### src/logic/aacq_pkg.sv
// aacq_pkg: constants, register map and types of the acquisition control block.
// assumes a 100 MHz system clock and a word-addressed register bus.
package aacq_pkg;
   // ---------------------------------------------------------------
   // clocking and pacer reference
   // ---------------------------------------------------------------
   localparam int unsigned CLK_HZ = 100_000_000;
   localparam int unsigned PACER_REF_HZ = 2_000_000;
   localparam int unsigned REF_DIV_CYC = CLK_HZ / PACER_REF_HZ;
   localparam int REF_CNT_W = $clog2(REF_DIV_CYC);
   // ---------------------------------------------------------------
   // register indices (byte address is four times the index)
   // ---------------------------------------------------------------
   localparam logic [3:0] REG_CHANNEL = 4'h0;
   localparam logic [3:0] REG_GAIN = 4'h1;
   localparam logic [3:0] REG_MODE = 4'h2;
   localparam logic [3:0] REG_SOFT_TRIG = 4'h3;
   localparam logic [3:0] REG_RESULT_LOW = 4'h4;
   localparam logic [3:0] REG_RESULT_HIGH = 4'h5;
   localparam logic [3:0] REG_IRQ_CLEAR = 4'h6;
   localparam logic [3:0] REG_EVENT_STATUS = 4'h7;
   localparam logic [3:0] REG_EVENT_MASK = 4'h8;
   localparam logic [3:0] REG_DIVISOR1 = 4'h9;
   localparam logic [3:0] REG_DIVISOR2 = 4'ha;
   localparam logic [3:0] REG_ACQ_CONTROL = 4'hb;
   // ---------------------------------------------------------------
   // field positions and reset values
   // ---------------------------------------------------------------
   localparam int READY_N_BIT = 7;
   localparam int EV_DONE_BIT = 0;
   localparam int EV_OVERRUN_BIT = 1;
   localparam int EV_W = 2;
   localparam int RESULT_W = 12;
   localparam int DIV_W = 16;
   localparam logic [2:0] CHANNEL_RST = 3'h0;
   localparam logic [DIV_W-1:0] DIVISOR_RST = 16'h0000;
   localparam logic [EV_W-1:0] EV_MASK_RST = 2'h0;
   // ---------------------------------------------------------------
   // enumerations
   // ---------------------------------------------------------------
   typedef enum logic [2:0] {
      GAIN_X1 = 3'h0, GAIN_X2 = 3'h1, GAIN_X4 = 3'h2, GAIN_X8 = 3'h3, GAIN_X16 = 3'h4
   } aacq_gain_t;
   typedef enum logic [2:0] {
      MODE_SW_POLL = 3'h0, MODE_SW_INT = 3'h1, MODE_EXT_POLL = 3'h2,
      MODE_EXT_INT = 3'h3, MODE_TMR_POLL = 3'h4, MODE_TMR_INT = 3'h5
   } aacq_mode_t;
   typedef enum logic [1:0] {SRC_SW = 2'h0, SRC_EXT = 2'h1, SRC_TMR = 2'h2} aacq_src_t;
   typedef enum logic [0:0] {CONV_IDLE = 1'b0, CONV_BUSY = 1'b1} aacq_conv_t;
endpackage : aacq_pkg

### src/logic/aacq_pacer_if.sv
// aacq_pacer_if: divisors, run and tick between the control core and the pacer.
// assumes both ends sit on the same system clock.
`timescale 1ns/10ps
interface aacq_pacer_if;
   logic [15:0] div1;
   logic [15:0] div2;
   logic run;
   logic tick;
   modport ctrl (output div1, output div2, output run, input tick);
   modport pacer (input div1, input div2, input run, output tick);
endinterface : aacq_pacer_if

### src/logic/aacq_edge_sync.sv
// aacq_edge_sync: brings an external level into sys_clk and flags its rising edge.
// assumes the input may change at any time relative to sys_clk.
`timescale 1ns/10ps
module aacq_edge_sync
   import aacq_pkg::*;
(
   input wire logic sys_clk,
   input wire logic rst_n,
   input wire logic clk_en,
   input wire logic async_in,
   output logic rise
);
   logic meta;
   logic sync;
   logic sync_d;

   // two-stage synchroniser, then a delayed copy for the edge
   always_ff @(posedge sys_clk) begin
      if (!rst_n) begin
         meta <= 1'b0;
         sync <= 1'b0;
         sync_d <= 1'b0;
         rise <= 1'b0;
      end else if (clk_en) begin
         meta <= async_in;
         sync <= meta;
         sync_d <= sync;
         rise <= sync & ~sync_d;
      end
   end
endmodule : aacq_edge_sync

### src/logic/aacq_pacer.sv
// aacq_pacer: 2 MHz reference prescaler and two cascaded 16-bit dividers.
// assumes divisors change only while the pacer is stopped.
`timescale 1ns/10ps
module aacq_pacer
   import aacq_pkg::*;
(
   input wire logic sys_clk,
   input wire logic rst_n,
   input wire logic clk_en,
   aacq_pacer_if.pacer pif
);
   logic [REF_CNT_W-1:0] pre;
   logic [DIV_W-1:0] cnt1;
   logic [DIV_W-1:0] cnt2;
   logic ref_tick;
   logic stage1;
   logic go;

   // a zero divisor stops the pacer outright
   function automatic logic div_ok(input logic [DIV_W-1:0] d);
      return d != '0;
   endfunction : div_ok

   assign go = pif.run && div_ok(pif.div1) && div_ok(pif.div2);
   assign ref_tick = (pre == REF_CNT_W'(REF_DIV_CYC - 1));
   assign stage1 = ref_tick && (cnt1 == pif.div1 - 16'h0001);

   // prescaler and both dividers restart from zero whenever halted
   always_ff @(posedge sys_clk) begin
      if (!rst_n) begin
         pre <= '0;
         cnt1 <= '0;
         cnt2 <= '0;
         pif.tick <= 1'b0;
      end else if (clk_en) begin
         pif.tick <= 1'b0;
         if (!go) begin
            pre <= '0;
            cnt1 <= '0;
            cnt2 <= '0;
         end else begin
            pre <= ref_tick ? '0 : pre + 1'b1;
            if (ref_tick) cnt1 <= stage1 ? '0 : cnt1 + 16'h0001;
            if (stage1) begin
               cnt2 <= (cnt2 == pif.div2 - 16'h0001) ? '0 : cnt2 + 16'h0001;
               pif.tick <= (cnt2 == pif.div2 - 16'h0001);
            end
         end
      end
   end
endmodule : aacq_pacer

### src/logic/aacq_ctrl.sv
// aacq_ctrl: acquisition control top with Avalon-MM register slave.
// assumes an external converter that pulses adc_done with adc_data per start.
//
// Function
// - eight inputs; channel register keeps three bits, host writes 0 to 7
// - channel selection is 0 after reset
// - five gain codes for x1, x2, x4, x8, x16
// - gain x1, bipolar, after reset
// - six modes: sw, ext, timer source, each polled then interrupt
// - reset mode is software trigger with polled transfer, code 0
// - soft trigger write gives one start pulse, result lands in index 4 and 5
// - 12-bit result, ready bit driven low once result is valid
// - no new interrupt request until host clears the pending one
// - pacer rate is reference over both 16-bit divisors
// - stopping disables hardware triggers and halts the pacer
// - channel and gain hold for all conversions until rewritten
// - a zero divisor stops pacer triggers
// - pacer reference runs at 2 MHz
//
// Added by the designer: the Avalon-MM interface to the registers.
`timescale 1ns/10ps
module aacq_ctrl
   import aacq_pkg::*;
(
   input wire logic sys_clk,
   input wire logic rst_n,
   input wire logic clk_en,
   input wire logic [3:0] avs_address,
   input wire logic avs_read,
   input wire logic avs_write,
   input wire logic [31:0] avs_writedata,
   input wire logic [3:0] avs_byteenable,
   output logic [31:0] avs_readdata,
   output logic avs_waitrequest,
   input wire logic ext_trig,
   output logic adc_start,
   output logic [2:0] adc_channel,
   output aacq_gain_t adc_gain,
   input wire logic adc_done,
   input wire logic [RESULT_W-1:0] adc_data,
   output logic irq
);
   // ---------------------------------------------------------------
   // state
   // ---------------------------------------------------------------
   aacq_mode_t mode;
   aacq_conv_t conv_state;
   logic ack;
   logic acq_run;
   logic [RESULT_W-1:0] result;
   logic data_ready_n;
   logic [EV_W-1:0] ev_status;
   logic [EV_W-1:0] ev_mask;
   logic irq_pend;
   logic ext_rise;
   logic [31:0] next_readdata;
   logic wr_take;
   logic soft_go;
   logic hw_go;
   logic trig;
   logic done_ev;
   logic overrun_ev;
   aacq_pacer_if pif ();

   // ---------------------------------------------------------------
   // mode decoding
   // ---------------------------------------------------------------
   function automatic aacq_src_t mode_src(input aacq_mode_t m);
      return aacq_src_t'(m[2:1]);
   endfunction : mode_src

   function automatic logic mode_int(input aacq_mode_t m);
      return m[0];
   endfunction : mode_int

   function automatic logic wr_hit(input logic take, input logic [3:0] a, input logic [3:0] r);
      return take && (a == r);
   endfunction : wr_hit

   // ---------------------------------------------------------------
   // bus slave: one wait state on every access while clk_en is high
   // ---------------------------------------------------------------
   // registered ack keeps read data timing simple at the cost of a cycle
   always_ff @(posedge sys_clk) begin
      if (!rst_n) ack <= 1'b0;
      else if (clk_en) ack <= (avs_read | avs_write) & ~ack;
   end

   // a frozen clock keeps the master waiting, else a write would be acked but never land
   assign avs_waitrequest = (avs_read | avs_write) & ~(ack & clk_en);
   assign wr_take = avs_write & ack & clk_en & avs_byteenable[0];

   // read mux; unmapped indices read zero
   always_comb begin
      next_readdata = 32'h0000_0000;
      case (avs_address)
         REG_CHANNEL: next_readdata[2:0] = adc_channel;
         REG_GAIN: next_readdata[2:0] = adc_gain;
         REG_MODE: next_readdata[2:0] = mode;
         REG_RESULT_LOW: next_readdata[7:0] = result[7:0];
         REG_RESULT_HIGH: begin
            next_readdata[3:0] = result[11:8];
            next_readdata[READY_N_BIT] = data_ready_n;
         end
         REG_EVENT_STATUS: next_readdata[EV_W-1:0] = ev_status;
         REG_EVENT_MASK: next_readdata[EV_W-1:0] = ev_mask;
         REG_DIVISOR1: next_readdata[DIV_W-1:0] = pif.div1;
         REG_DIVISOR2: next_readdata[DIV_W-1:0] = pif.div2;
         REG_ACQ_CONTROL: next_readdata[0] = acq_run;
         default: next_readdata = 32'h0000_0000;
      endcase
   end

   // read data latched on the edge that raises ack, valid while wait is low
   always_ff @(posedge sys_clk) begin
      if (!rst_n) avs_readdata <= 32'h0000_0000;
      else if (clk_en && avs_read && !ack) avs_readdata <= next_readdata;
   end

   // ---------------------------------------------------------------
   // configuration registers
   // ---------------------------------------------------------------
   // channel and gain drive the front end directly and change only on writes
   always_ff @(posedge sys_clk) begin
      if (!rst_n) begin
         adc_channel <= CHANNEL_RST;
         adc_gain <= GAIN_X1;
      end else begin
         if (wr_hit(wr_take, avs_address, REG_CHANNEL)) adc_channel <= avs_writedata[2:0];
         if (wr_hit(wr_take, avs_address, REG_GAIN) && avs_writedata[2:0] <= GAIN_X16)
            adc_gain <= aacq_gain_t'(avs_writedata[2:0]);
      end
   end

   // undefined mode codes are ignored so the block never enters a dead mode
   always_ff @(posedge sys_clk) begin
      if (!rst_n) mode <= MODE_SW_POLL;
      else if (wr_hit(wr_take, avs_address, REG_MODE) && avs_writedata[2:0] <= MODE_TMR_INT)
         mode <= aacq_mode_t'(avs_writedata[2:0]);
   end

   // divisors and the run bit feed the pacer
   always_ff @(posedge sys_clk) begin
      if (!rst_n) begin
         pif.div1 <= DIVISOR_RST;
         pif.div2 <= DIVISOR_RST;
         acq_run <= 1'b0;
      end else begin
         if (wr_hit(wr_take, avs_address, REG_DIVISOR1)) pif.div1 <= avs_writedata[DIV_W-1:0];
         if (wr_hit(wr_take, avs_address, REG_DIVISOR2)) pif.div2 <= avs_writedata[DIV_W-1:0];
         if (wr_hit(wr_take, avs_address, REG_ACQ_CONTROL)) acq_run <= avs_writedata[0];
      end
   end

   assign pif.run = acq_run && (mode_src(mode) == SRC_TMR);

   // ---------------------------------------------------------------
   // triggers
   // ---------------------------------------------------------------
   aacq_edge_sync u_ext (
      .sys_clk(sys_clk),
      .rst_n(rst_n),
      .clk_en(clk_en),
      .async_in(ext_trig),
      .rise(ext_rise)
   );

   aacq_pacer u_pacer (
      .sys_clk(sys_clk),
      .rst_n(rst_n),
      .clk_en(clk_en),
      .pif(pif)
   );

   // software trigger acts only in the software-source modes
   assign soft_go = wr_hit(wr_take, avs_address, REG_SOFT_TRIG) && (mode_src(mode) == SRC_SW);
   assign hw_go = clk_en && acq_run &&
      ((mode_src(mode) == SRC_EXT && ext_rise) || (mode_src(mode) == SRC_TMR && pif.tick));
   assign trig = soft_go | hw_go;

   // ---------------------------------------------------------------
   // conversion sequencer
   // ---------------------------------------------------------------
   // a trigger arriving mid-conversion is dropped and reported as overrun
   always_ff @(posedge sys_clk) begin
      if (!rst_n) begin
         conv_state <= CONV_IDLE;
         adc_start <= 1'b0;
         result <= '0;
         data_ready_n <= 1'b1;
      end else if (clk_en) begin
         adc_start <= 1'b0;
         case (conv_state)
            CONV_IDLE: begin
               if (trig) begin
                  adc_start <= 1'b1;
                  data_ready_n <= 1'b1;
                  conv_state <= CONV_BUSY;
               end
            end
            CONV_BUSY: begin
               if (adc_done) begin
                  result <= adc_data;
                  data_ready_n <= 1'b0;
                  conv_state <= CONV_IDLE;
               end
            end
            default: conv_state <= CONV_IDLE;
         endcase
      end
   end

   assign done_ev = clk_en && conv_state == CONV_BUSY && adc_done;
   assign overrun_ev = trig && conv_state == CONV_BUSY;

   // ---------------------------------------------------------------
   // events and interrupt
   // ---------------------------------------------------------------
   // sticky events, write one to clear; a new event wins over its clear
   always_ff @(posedge sys_clk) begin
      if (!rst_n) begin
         ev_status <= '0;
         ev_mask <= EV_MASK_RST;
      end else begin
         if (wr_hit(wr_take, avs_address, REG_EVENT_STATUS))
            ev_status <= ev_status & ~avs_writedata[EV_W-1:0] | {overrun_ev, done_ev};
         else
            ev_status <= ev_status | {overrun_ev, done_ev};
         if (wr_hit(wr_take, avs_address, REG_EVENT_MASK)) ev_mask <= avs_writedata[EV_W-1:0];
      end
   end

   // interrupt-mode request stays up until the host clears it
   always_ff @(posedge sys_clk) begin
      if (!rst_n) irq_pend <= 1'b0;
      else if (done_ev && mode_int(mode)) irq_pend <= 1'b1;
      else if (wr_hit(wr_take, avs_address, REG_IRQ_CLEAR)) irq_pend <= 1'b0;
   end

   assign irq = irq_pend | (|(ev_status & ev_mask));
endmodule : aacq_ctrl

### config.mk
export PLATFORM = sky130hd
export DESIGN_NAME = aacq_ctrl
export DESIGN_NICKNAME = d
export VERILOG_FILES = /design/src/logic/aacq_pkg.sv /design/src/logic/aacq_pacer_if.sv /design/src/logic/aacq_edge_sync.sv /design/src/logic/aacq_pacer.sv /design/src/logic/aacq_ctrl.sv
export SDC_FILE = /design/constraint.sdc
export NUM_CORES = 1
export LEC_CHECK = 0
export BUFFER_PORTS_ARGS = -buffer_cell sky130_fd_sc_hd__buf_2
export CAP_MARGIN = 10
export CORE_UTILIZATION = 52
export DETAILED_ROUTE_END_ITERATION = 16
export GPL_ROUTABILITY_DRIVEN = 0
export GPL_TIMING_DRIVEN = 0
export PLACE_DENSITY_LB_ADDON = 0.25
export SYNTH_ARGS = -nofsm -noshare
export SYNTH_HDL_FRONTEND = slang
export SYNTH_SLANG_ARGS = --single-unit
### constraint.sdc
create_clock -name sys_clk -period 2.5 [get_ports sys_clk]
set_input_delay 0.25 -clock sys_clk [delete_from_list [all_inputs] [get_ports sys_clk]]
set_output_delay 0.25 -clock sys_clk [all_outputs]
set_load 0.01 [all_outputs]
# Word level (Yosys, flattened, before mapping)
# Cells that the tools add are included.
# totals
out_inout_bits	41
register_bits	122
# op_classes
n_lt_le_gt_ge	2
bitwise	19
n_reduce_logical	39
addsub	5
eq_ne	20
n_mux	27
# op_table
cell	n
16-bit 2-to-1 mux	6
16-bit by 1-bit adder with 16-bit output (second input constant)	2
16-bit == test	2
16-bit nonzero test	2
16-bit by 1-bit subtractor with 16-bit output (second input constant)	2
1-bit logical AND	27
4-bit by 3-bit == test with 1-bit output (second input constant)	4
4-bit == test (second input constant)	4
8-bit one-hot mux with 2 select lines	1
6-bit 2-to-1 mux	2
1-bit one-hot mux with 10 select lines	1
1-bit 2-to-1 mux	9
1-bit one-hot mux with 9 select lines	1
3-bit one-hot mux with 3 select lines	1
4-bit by 2-bit == test with 1-bit output (second input constant)	2
1-bit one-hot mux with 4 select lines	2
1-bit bitwise AND	7
1-bit one-hot mux with 7 select lines	1
6-bit by 1-bit adder with 6-bit output (second input constant)	1
6-bit == test (second input constant)	1
3-bit <= comparator (second input constant)	2
3-bit AND reduction	2
2-bit bitwise AND	2
4-bit by 1-bit == test with 1-bit output (second input constant)	1
17 further kinds	27

# Logic depth before layout (Yosys ltp)
# Gate-level depths: netlist of the first run.
# depth
ltp_word	9
mapped_depth	12
depth_no_buf	9

# Modules after synthesis
# From an unflattened synthesis of the first run, not the netlist that was laid out.
# hier_totals
hier_cells	859
hier_area_um2	6929.1
# modules_own_cells
module	area_per_inst_um2	cells_per_inst	n_inst
aacq_ctrl	3661.0	445	1
aacq_pacer	3119.2	401	1
aacq_edge_sync	148.9	13	1

# Worst setup path after synthesis of the first run
# No wires, ideal clock.
# synth_timing
path_kind	flip-flop to flip-flop
from	reg pif.div2[0]
to	reg u_pacer.cnt2[14]
setup_slack_ns	-0.185
arrival_time_ns	2.611
required_time_ns	2.427
n_path_buf	3
period_less_slack_ns	2.685
path_stages_with_launch	13
path_cell_list	dfxtp_1 clkbuf_1 inv_1 ha_1 or4b_1 clkbuf_1 o221a_2 nor4_1 a31oi_1 nand4_1 clkbuf_1 o2111ai_1 o211ai_2
# synth_between
elab_chain_cells	5
word_cells_on_any_way	9
cone_classes	add/sub: 1; eq/ne: 2; mux: 3; reduce/logical: 3
# synth_lines
item	line	source
start: declaration	aacq_pacer_if.sv:6	logic [15:0] div2;
start signal: assignment	aacq_ctrl.sv:150	if (wr_hit(wr_take, avs_address, REG_DIVISOR2)) pif.div2 <= avs_writedata[DIV_W-1:0];
16-bit by 1-bit subtractor with 16-bit output	aacq_pacer.sv:45	cnt2 <= (cnt2 == pif.div2 - 16'h0001) ? '0 : cnt2 + 16'h0001;
16-bit == test	aacq_pacer.sv:45	
16-bit 2-to-1 mux	aacq_pacer.sv:45	
16-bit 2-to-1 mux	aacq_pacer.sv:44	if (stage1) begin
16-bit 2-to-1 mux	aacq_pacer.sv:37	if (!go) begin
end signal: assignment	aacq_pacer.sv:45	
end: declaration	aacq_pacer.sv:14	logic [DIV_W-1:0] cnt2;
# Several ways; a longest one is shown, not always the timed one. The select of a mux whose other input is x is not followed.
# A chain may end at the register's enable or synchronous reset.

# Final worst setup path of the first run
# layout_timing
from	reg pif.div1[3]
to	reg u_pacer.pif.tick
# layout_between
elab_chain_cells	5
word_cells_on_any_way	8
cone_classes	add/sub: 1; eq/ne: 1; mux: 2; reduce/logical: 4
# layout_lines
item	line	source
start: declaration	aacq_pacer_if.sv:5	logic [15:0] div1;
start signal: assignment	aacq_ctrl.sv:149	if (wr_hit(wr_take, avs_address, REG_DIVISOR1)) pif.div1 <= avs_writedata[DIV_W-1:0];
16-bit by 1-bit subtractor with 16-bit output	aacq_pacer.sv:26	assign stage1 = ref_tick && (cnt1 == pif.div1 - 16'h0001);
16-bit == test	aacq_pacer.sv:26	
1-bit logical AND	aacq_pacer.sv:26	
1-bit 2-to-1 mux	aacq_pacer.sv:44	
1-bit 2-to-1 mux (*)	aacq_pacer.sv:37	
end signal: assignment	aacq_pacer.sv:46	pif.tick <= (cnt2 == pif.div2 - 16'h0001);
end: declaration	aacq_pacer_if.sv:10	modport pacer (input div1, input div2, input run, output tick);
# Every way passes the cells marked *; elsewhere a longest branch is shown, timed or not.

==> results.py, run 1 <==
metrics = {
    "worst_setup_path": {
        "critPathKind": "flip-flop to flip-flop",
        "rr_startpoint": "pif.div1[3]",
        "end_kind": "flip-flop",
        "worst_setup_path_start_kind": "flip-flop",
        "r2r_slack_ns": -0.11,
        "cp.required_ns": 2.85,
        "crit_fanout": 4,
        "cp-startpoint": "pif.div1[3]",
        "r2r_end": "u_pacer.pif.tick",
        "cp.arrival_ns": 2.96,
        "r2r_cells": 9,
    },
    "synth": {
        "synth.avg_cell_area_um2": 7.81,
        "synth_most_common_cell": "nand2_1",
        "ys.flop_type": "dfxtp_1",
        "yosys.area.top_type": "dfxtp_1",
        "syn_inst": 873,
        "synth_cell_type_count": 73,
        "ys_top_cells_by_count": "139 x nand2_1, 122 x dfxtp_1, 75 x a21oi_1",
        "ys_warn_count": 0,
        "postSynthRegisterBits": 122,
        "yosysSeqAreaShare": 0.358,
        "synth-edff-count": 0,
        "async_flop_share": 0,
        "synth_top_area_frac": 0.358,
        "syn-cell-area_um2": 6820,
        "synthTopCellsByArea": "dfxtp_1 36%, nand2_1 7.6%, a21oi_1 5.5%",
    },
    "timing": {
        "fin_crit_ns": 2.61,
        "tns_ns": -1.72,
        "period_share": 1.04,
        "setup_viol_count_final": 27,
        "fin_skew_ns": 0.00609,
        "layout_setup_ws_ns": -0.105,
        "fmax_ghz": 0.384,
        "tightest_slew_ns": 0.713,
        "finalHoldViolations": 0,
        "grt_setup_unrepaired": "yes",
        "relSlewSlack": 0.524,
        "slew_viol_final": 0,
    },
    "pwr": {
        "peakVddDrop_mv": 0.443,
        "p_per_area_nw_per_um2": 561,
        "power_leakage_uw": 0.00336,
    },
    "clocking": {
        "clk_latency_ns": 0.42,
        "clk_pin_slew_ns": 0.05,
        "cts_tree": "done",
        "cts_made_buffers": 17,
        "root_buffer": "clkbuf_16",
        "cts.sinks": 122,
        "clk_path_buf_depth": 2,
        "htreeDepth": 4,
    },
    "placement": {
        "dp_slack_ns": -0.927,
        "placed_cell_area_um2": 7470,
        "placedCellCount": 1118,
        "portBuffers": 58,
        "dp_hpwl_um": 14000,
    },
    "route": {
        "wl_um": 20600,
        "viasPerCell": 5.89,
        "remaining_drc_errors": 0,
        "wl_met3_um": 1660,
        "drtIter0Drc": 696,
        "met2_wirelength_um": 9610,
        "m1WireLength_um": 8650,
        "postRouteAntennaNets": 0,
        "routedWlPerCell_um": 17.5,
        "vias": 6917,
        "drt-pass1-iter-count": 8,
        "top_layer": "met4",
    },
    "flow_run": {
        "cap_violations": 0,
    },
    "final_layout": {
        "drive_gt1_frac": 0.221,
        "diodes": 0,
        "final_area_um2": 8680,
        "area_delta_synth_final_pct": 27.2,
        "instances_no_fill": 1175,
        "nNetsFinal": 1057,
    },
    "hold_path": {
        "hp-class": "input port to flip-flop",
        "min_from": "adc_data[0]",
        "holdPathEnd": "result[0]",
        "holdPathStages": 3,
    },
    "global_routing": {
        "grt_pass1_vias": 6242,
        "antenna_found_initial": 0,
        "grt_max_degree": 17,
        "overflow": 0,
        "grt_pass1_wl_um": 32000,
        "track_usage": 0.309,
    },
    "floorplanning": {
        "pin_count": 100,
        "core_area_um2": 12700,
        "rows": 41,
        "die_height_um": 117,
        "start_util": 0.536,
        "fp.dieArea_um2": 13600,
        "die_w_um": 117,
    },
    "outcome": {
        "status": "finished, violations left",
        "violations": "setup timing",
    },
}
## stage by stage
stage	total power, uW	util	hold WS [ns]
final	4870	0.682	0.0640
after detailed placement	2270	0.587	0.451
after global placement	2270	0.587	0.442
after floorplan	2170	-	0.386
after global routing	5000	0.682	0.0675
after CTS	4860	0.660	0.0581
## routing by layer
metal / global-route usage / up-vias
li1: - / 3320
met1: 0.399 / 3215
met2: 0.494 / 325
met3: 0.0716 / 57
met4: 0.136 / 0
met5: 0 / -
## kinds of logic after synthesis
family,after synthesis,share of synthesized area
AND/OR/NAND/NOR,420,0.313
AO/OA/AOI/OAI,157,0.155
flip-flops,122,0.358
buffers and inverters,92,0.0609
XOR/XNOR,57,0.0732
multiplexers,17,0.0270
adder cells (fa/ha/maj),7,0.0128
other,1,0.000550
## worst max-delay path by stage
stage,to,slack [ns],cells past startpoint
final,u_pacer.pif.tick,-0.11,9
after global routing,u_pacer.cnt2[3],-0.20,13
after CTS,u_pacer.pif.tick,-0.09,7
after detailed placement,u_pacer.cnt2[11],-0.93,10
after global placement,u_pacer.cnt2[14],-0.85,10
after floorplan,u_pacer.pif.tick,0.007,8
## cell type report
cell class                      count  area [um^2]
Inverter                           13         53.8
Clock inverter                      8          140
Sequential cell                   122         2460
Tap cell                          172          215
Fill cell                        1093         4040
Multi-Input combinational cell    674         4340
Buffer                             71          370
Clock buffer                       23          488
Timing Repair Buffer               92          612
## flip-flops by register name, indices dropped and copies added, names as in the netlist, 2 cells and up
| name | cells |
|---|---|
| avs_readdata | 16 |
| mode | 3 |
| u_pacer.cnt1 | 16 |
| pif.div1 | 16 |
| pif.div2 | 16 |
| adc_gain | 3 |
| adc_channel | 3 |
| u_pacer.cnt2 | 16 |
| u_pacer.pre | 6 |
| result | 12 |
| ev_status | 2 |
| ev_mask | 2 |
## where the power goes
group          switching [uW]  internal [uW]
clock                     862           1760
combinational             178           96.9
sequential               12.2           1960
total                    1050           3820
## repair_timing
item,in CTS,in global routing
setup endpoints to repair,39,40
cloned,0,1
pin swaps,13,26
hold buffers,0,0
gates resized for setup,42,36
setup buffers,19,13
## placed cells by master, fill, tap and decap left out, types with 9 or more instances in the layout
| cell | n |
|---|---|
| a21oi_1 | 73 |
| a221oi_1 | 11 |
| buf_2 | 59 |
| buf_4 | 39 |
| clkbuf_1 | 42 |
| clkbuf_16 | 18 |
| conb_1 | 16 |
| dfxtp_1 | 117 |
| mux2i_1 | 15 |
| nand2_1 | 138 |
| nand3_1 | 46 |
| nand4_1 | 29 |
| nand4b_1 | 10 |
| nor2_1 | 72 |
| nor3_1 | 32 |
| o211ai_1 | 9 |
| o211ai_2 | 9 |
| or2_2 | 9 |
| xnor2_1 | 18 |
| xor2_1 | 38 |
## critical path, cell delays in order (launching register included)
cell	delay, ns
dfxtp_1	0.31
or4_4	0.54
buf_6	0.15
nor4b_4	0.25
a211oi_2	0.08
nor4_4	0.27
buf_4	0.18
nand4_4	0.16
or3_4	0.46
a21oi_2	0.12
No activity file was read; power rests on OpenSTA's default activity.
==> run 2: changes to the inputs <==
--- a/config.mk
+++ b/config.mk
@@ -7,7 +7,9 @@
 export LEC_CHECK = 0
 export BUFFER_PORTS_ARGS = -buffer_cell sky130_fd_sc_hd__buf_2
 export CAP_MARGIN = 10
-export CORE_UTILIZATION = 52
+export CELL_PAD_IN_SITES_DETAIL_PLACEMENT = 1
+export CELL_PAD_IN_SITES_GLOBAL_PLACEMENT = 1
+export CORE_UTILIZATION = 38
 export DETAILED_ROUTE_END_ITERATION = 16
 export GPL_ROUTABILITY_DRIVEN = 0
 export GPL_TIMING_DRIVEN = 0
==> results.py, run 2 (synthesis gave the netlist of run 1 again) <==
metrics = {
    "final_layout": {
        "diodes": 0,
        "fill_cells": 2145,
        "drive_gt1_frac": 0.228,
        "final_util": 0.506,
        "mostFrequentLayoutCell": "nand2_1",
        "layout_common_cells": "138 x nand2_1, 116 x dfxtp_1, 73 x nor2_1, 73 x a21oi_1, 61 x buf_2",
        "nNetsFinal": 1058,
        "area_delta_synth_final_pct": 29.1,
    },
    "worst_setup_path": {
        "worst_setup_path_start_kind": "flip-flop",
        "r2r_end": "u_pacer.pif.tick",
        "critPathKind": "flip-flop to flip-flop",
        "crit_fanout": 4,
        "rr_startpoint": "pif.div1[1]",
        "end_kind": "flip-flop",
        "cp.required_ns": 2.86,
        "r2r_cells": 7,
        "cp.arrival_ns": 3.06,
        "r2r_slack_ns": -0.20,
    },
    "timing": {
        "period_share": 1.08,
        "fmax_ghz": 0.370,
        "relSlewSlack": 0.463,
        "layout_setup_ws_ns": -0.199,
        "fin_crit_ns": 2.70,
        "setup_viol_count_final": 30,
        "grt_setup_unrepaired": "yes",
        "slew_viol_final": 0,
        "finalHoldViolations": 0,
        "fin_skew_ns": 0.00830,
        "tightest_slew_ns": 0.800,
    },
    "clocking": {
        "cts_made_buffers": 17,
        "htreeDepth": 4,
        "cts_tree": "done",
        "cts.sinks": 122,
        "clk_pin_slew_ns": 0.06,
        "holdBufCountCts": 0,
        "clk_path_buf_depth": 2,
        "root_buffer": "clkbuf_16",
        "clk_latency_ns": 0.43,
    },
    "route": {
        "drtIter0Drc": 432,
        "viasPerCell": 5.75,
        "remaining_drc_errors": 0,
        "drt-pass1-iter-count": 5,
        "vias": 7076,
        "wl_um": 24700,
        "postRouteAntennaNets": 0,
        "routedWlPerCell_um": 20.1,
    },
    "floorplanning": {
        "rows": 48,
        "pin_count": 100,
        "start_util": 0.392,
        "die_height_um": 136,
        "die_w_um": 136,
        "fp.dieArea_um2": 18500,
        "core_area_um2": 17400,
    },
    "global_routing": {
        "track_usage": 0.268,
        "antenna_found_initial": 0,
        "grt_max_degree": 17,
        "grt_pass1_wl_um": 37700,
        "grt_pass1_vias": 6962,
        "overflow": 0,
    },
    "pwr": {
        "p_per_area_nw_per_um2": 562,
        "power_leakage_uw": 0.00339,
        "peakVddDrop_mv": 0.566,
        "power_uw": 4950,
    },
    "hold_path": {
        "min_from": "ext_trig",
        "holdPathEnd": "u_ext.meta",
        "holdPathStages": 3,
        "hp-class": "input port to flip-flop",
    },
    "outcome": {
        "status": "finished, violations left",
        "violations": "setup timing",
    },
    "flow_run": {
        "cap_violations": 0,
    },
    "placement": {
        "portBuffers": 58,
        "dp_hpwl_um": 16900,
    },
}
==> run 2: metrics by stage <==
| step | hold WS, ns | setup slack, ns | instance area, um^2 | TNS [ns] | std cells |
|---|---|---|---|---|---|
| final | 0.0553 | -0.199 | 8800 | -4.85 | 1230 |
| after global routing | 0.0550 | -0.268 | 8800 | -7.54 | 1230 |
| after CTS | 0.0525 | -0.186 | 8550 | -4.02 | 1221 |
| after detailed placement | 0.451 | -1.05 | 7540 | -35.89 | 1171 |
| after global placement | 0.441 | -1.00 | 7540 | -34.11 | 1171 |
| after floorplan | 0.386 | 0.00706 | 6970 | 0 | 888 |
==> run 2: metal layers <==
layer / up-vias / track usage / share of wire
met4: 0 / 0.111 / 0.028
met1: 3518 / 0.330 / 0.44
met5: - / 0 / 0
met2: 175 / 0.447 / 0.49
met3: 49 / 0.0615 / 0.045
li1: 3334 / - / -
==> run 2: layout make-up <==
cell class	instances	area (um^2)	area share
multi-input cells	674	4380	0.498
clock buffers	18	439	0.0499
repair buffers	92	607	0.0689
plain buffers	72	385	0.0438
inverters	13	56.3	0.00639
clock inverters	14	195	0.0222
flip-flops and latches	122	2460	0.279
well taps	225	282	0.0320
==> run 2: critical path, cell delays in order, from the launching register on <==
cell and delay [ns]:
dfxtp_4 0.36, or4_4 0.52, or4_4 0.52, a21o_1 0.19, a21oi_4 0.20, nand4_4 0.19, or3_4 0.47, a21oi_2 0.16
==> run 2: power by group <==
group / total, uW / switching [uW] / internal [uW]
clock: 2690 / 991 / 1700
combinational: 288 / 189 / 98.9
sequential: 1970 / 13.6 / 1960
total: 4950 / 1190 / 3760
==> run 2: repair_timing <==
action / CTS / global route
buffers inserted: 22 / 10
cloned: 0 / 2
endpoints found under the setup margin: 39 / 56
pin swaps: 22 / 15
resized for setup: 45 / 40
==> run 2: worst max path at each step <==
stage | startpoint | end | slack [ns] | depth (start not counted)
final | pif.div1[1] | u_pacer.pif.tick | -0.20 | 7
after global routing | pif.div2[0] | u_pacer.cnt2[15] | -0.27 | 12
after CTS | pif.div1[1] | u_pacer.pif.tick | -0.19 | 7
after detailed placement | pif.div2[6] | u_pacer.cnt2[13] | -1.05 | 10
after global placement | pif.div2[6] | u_pacer.cnt2[14] | -1.00 | 10
after floorplan | pif.div1[4] | u_pacer.pif.tick | 0.007 | 8
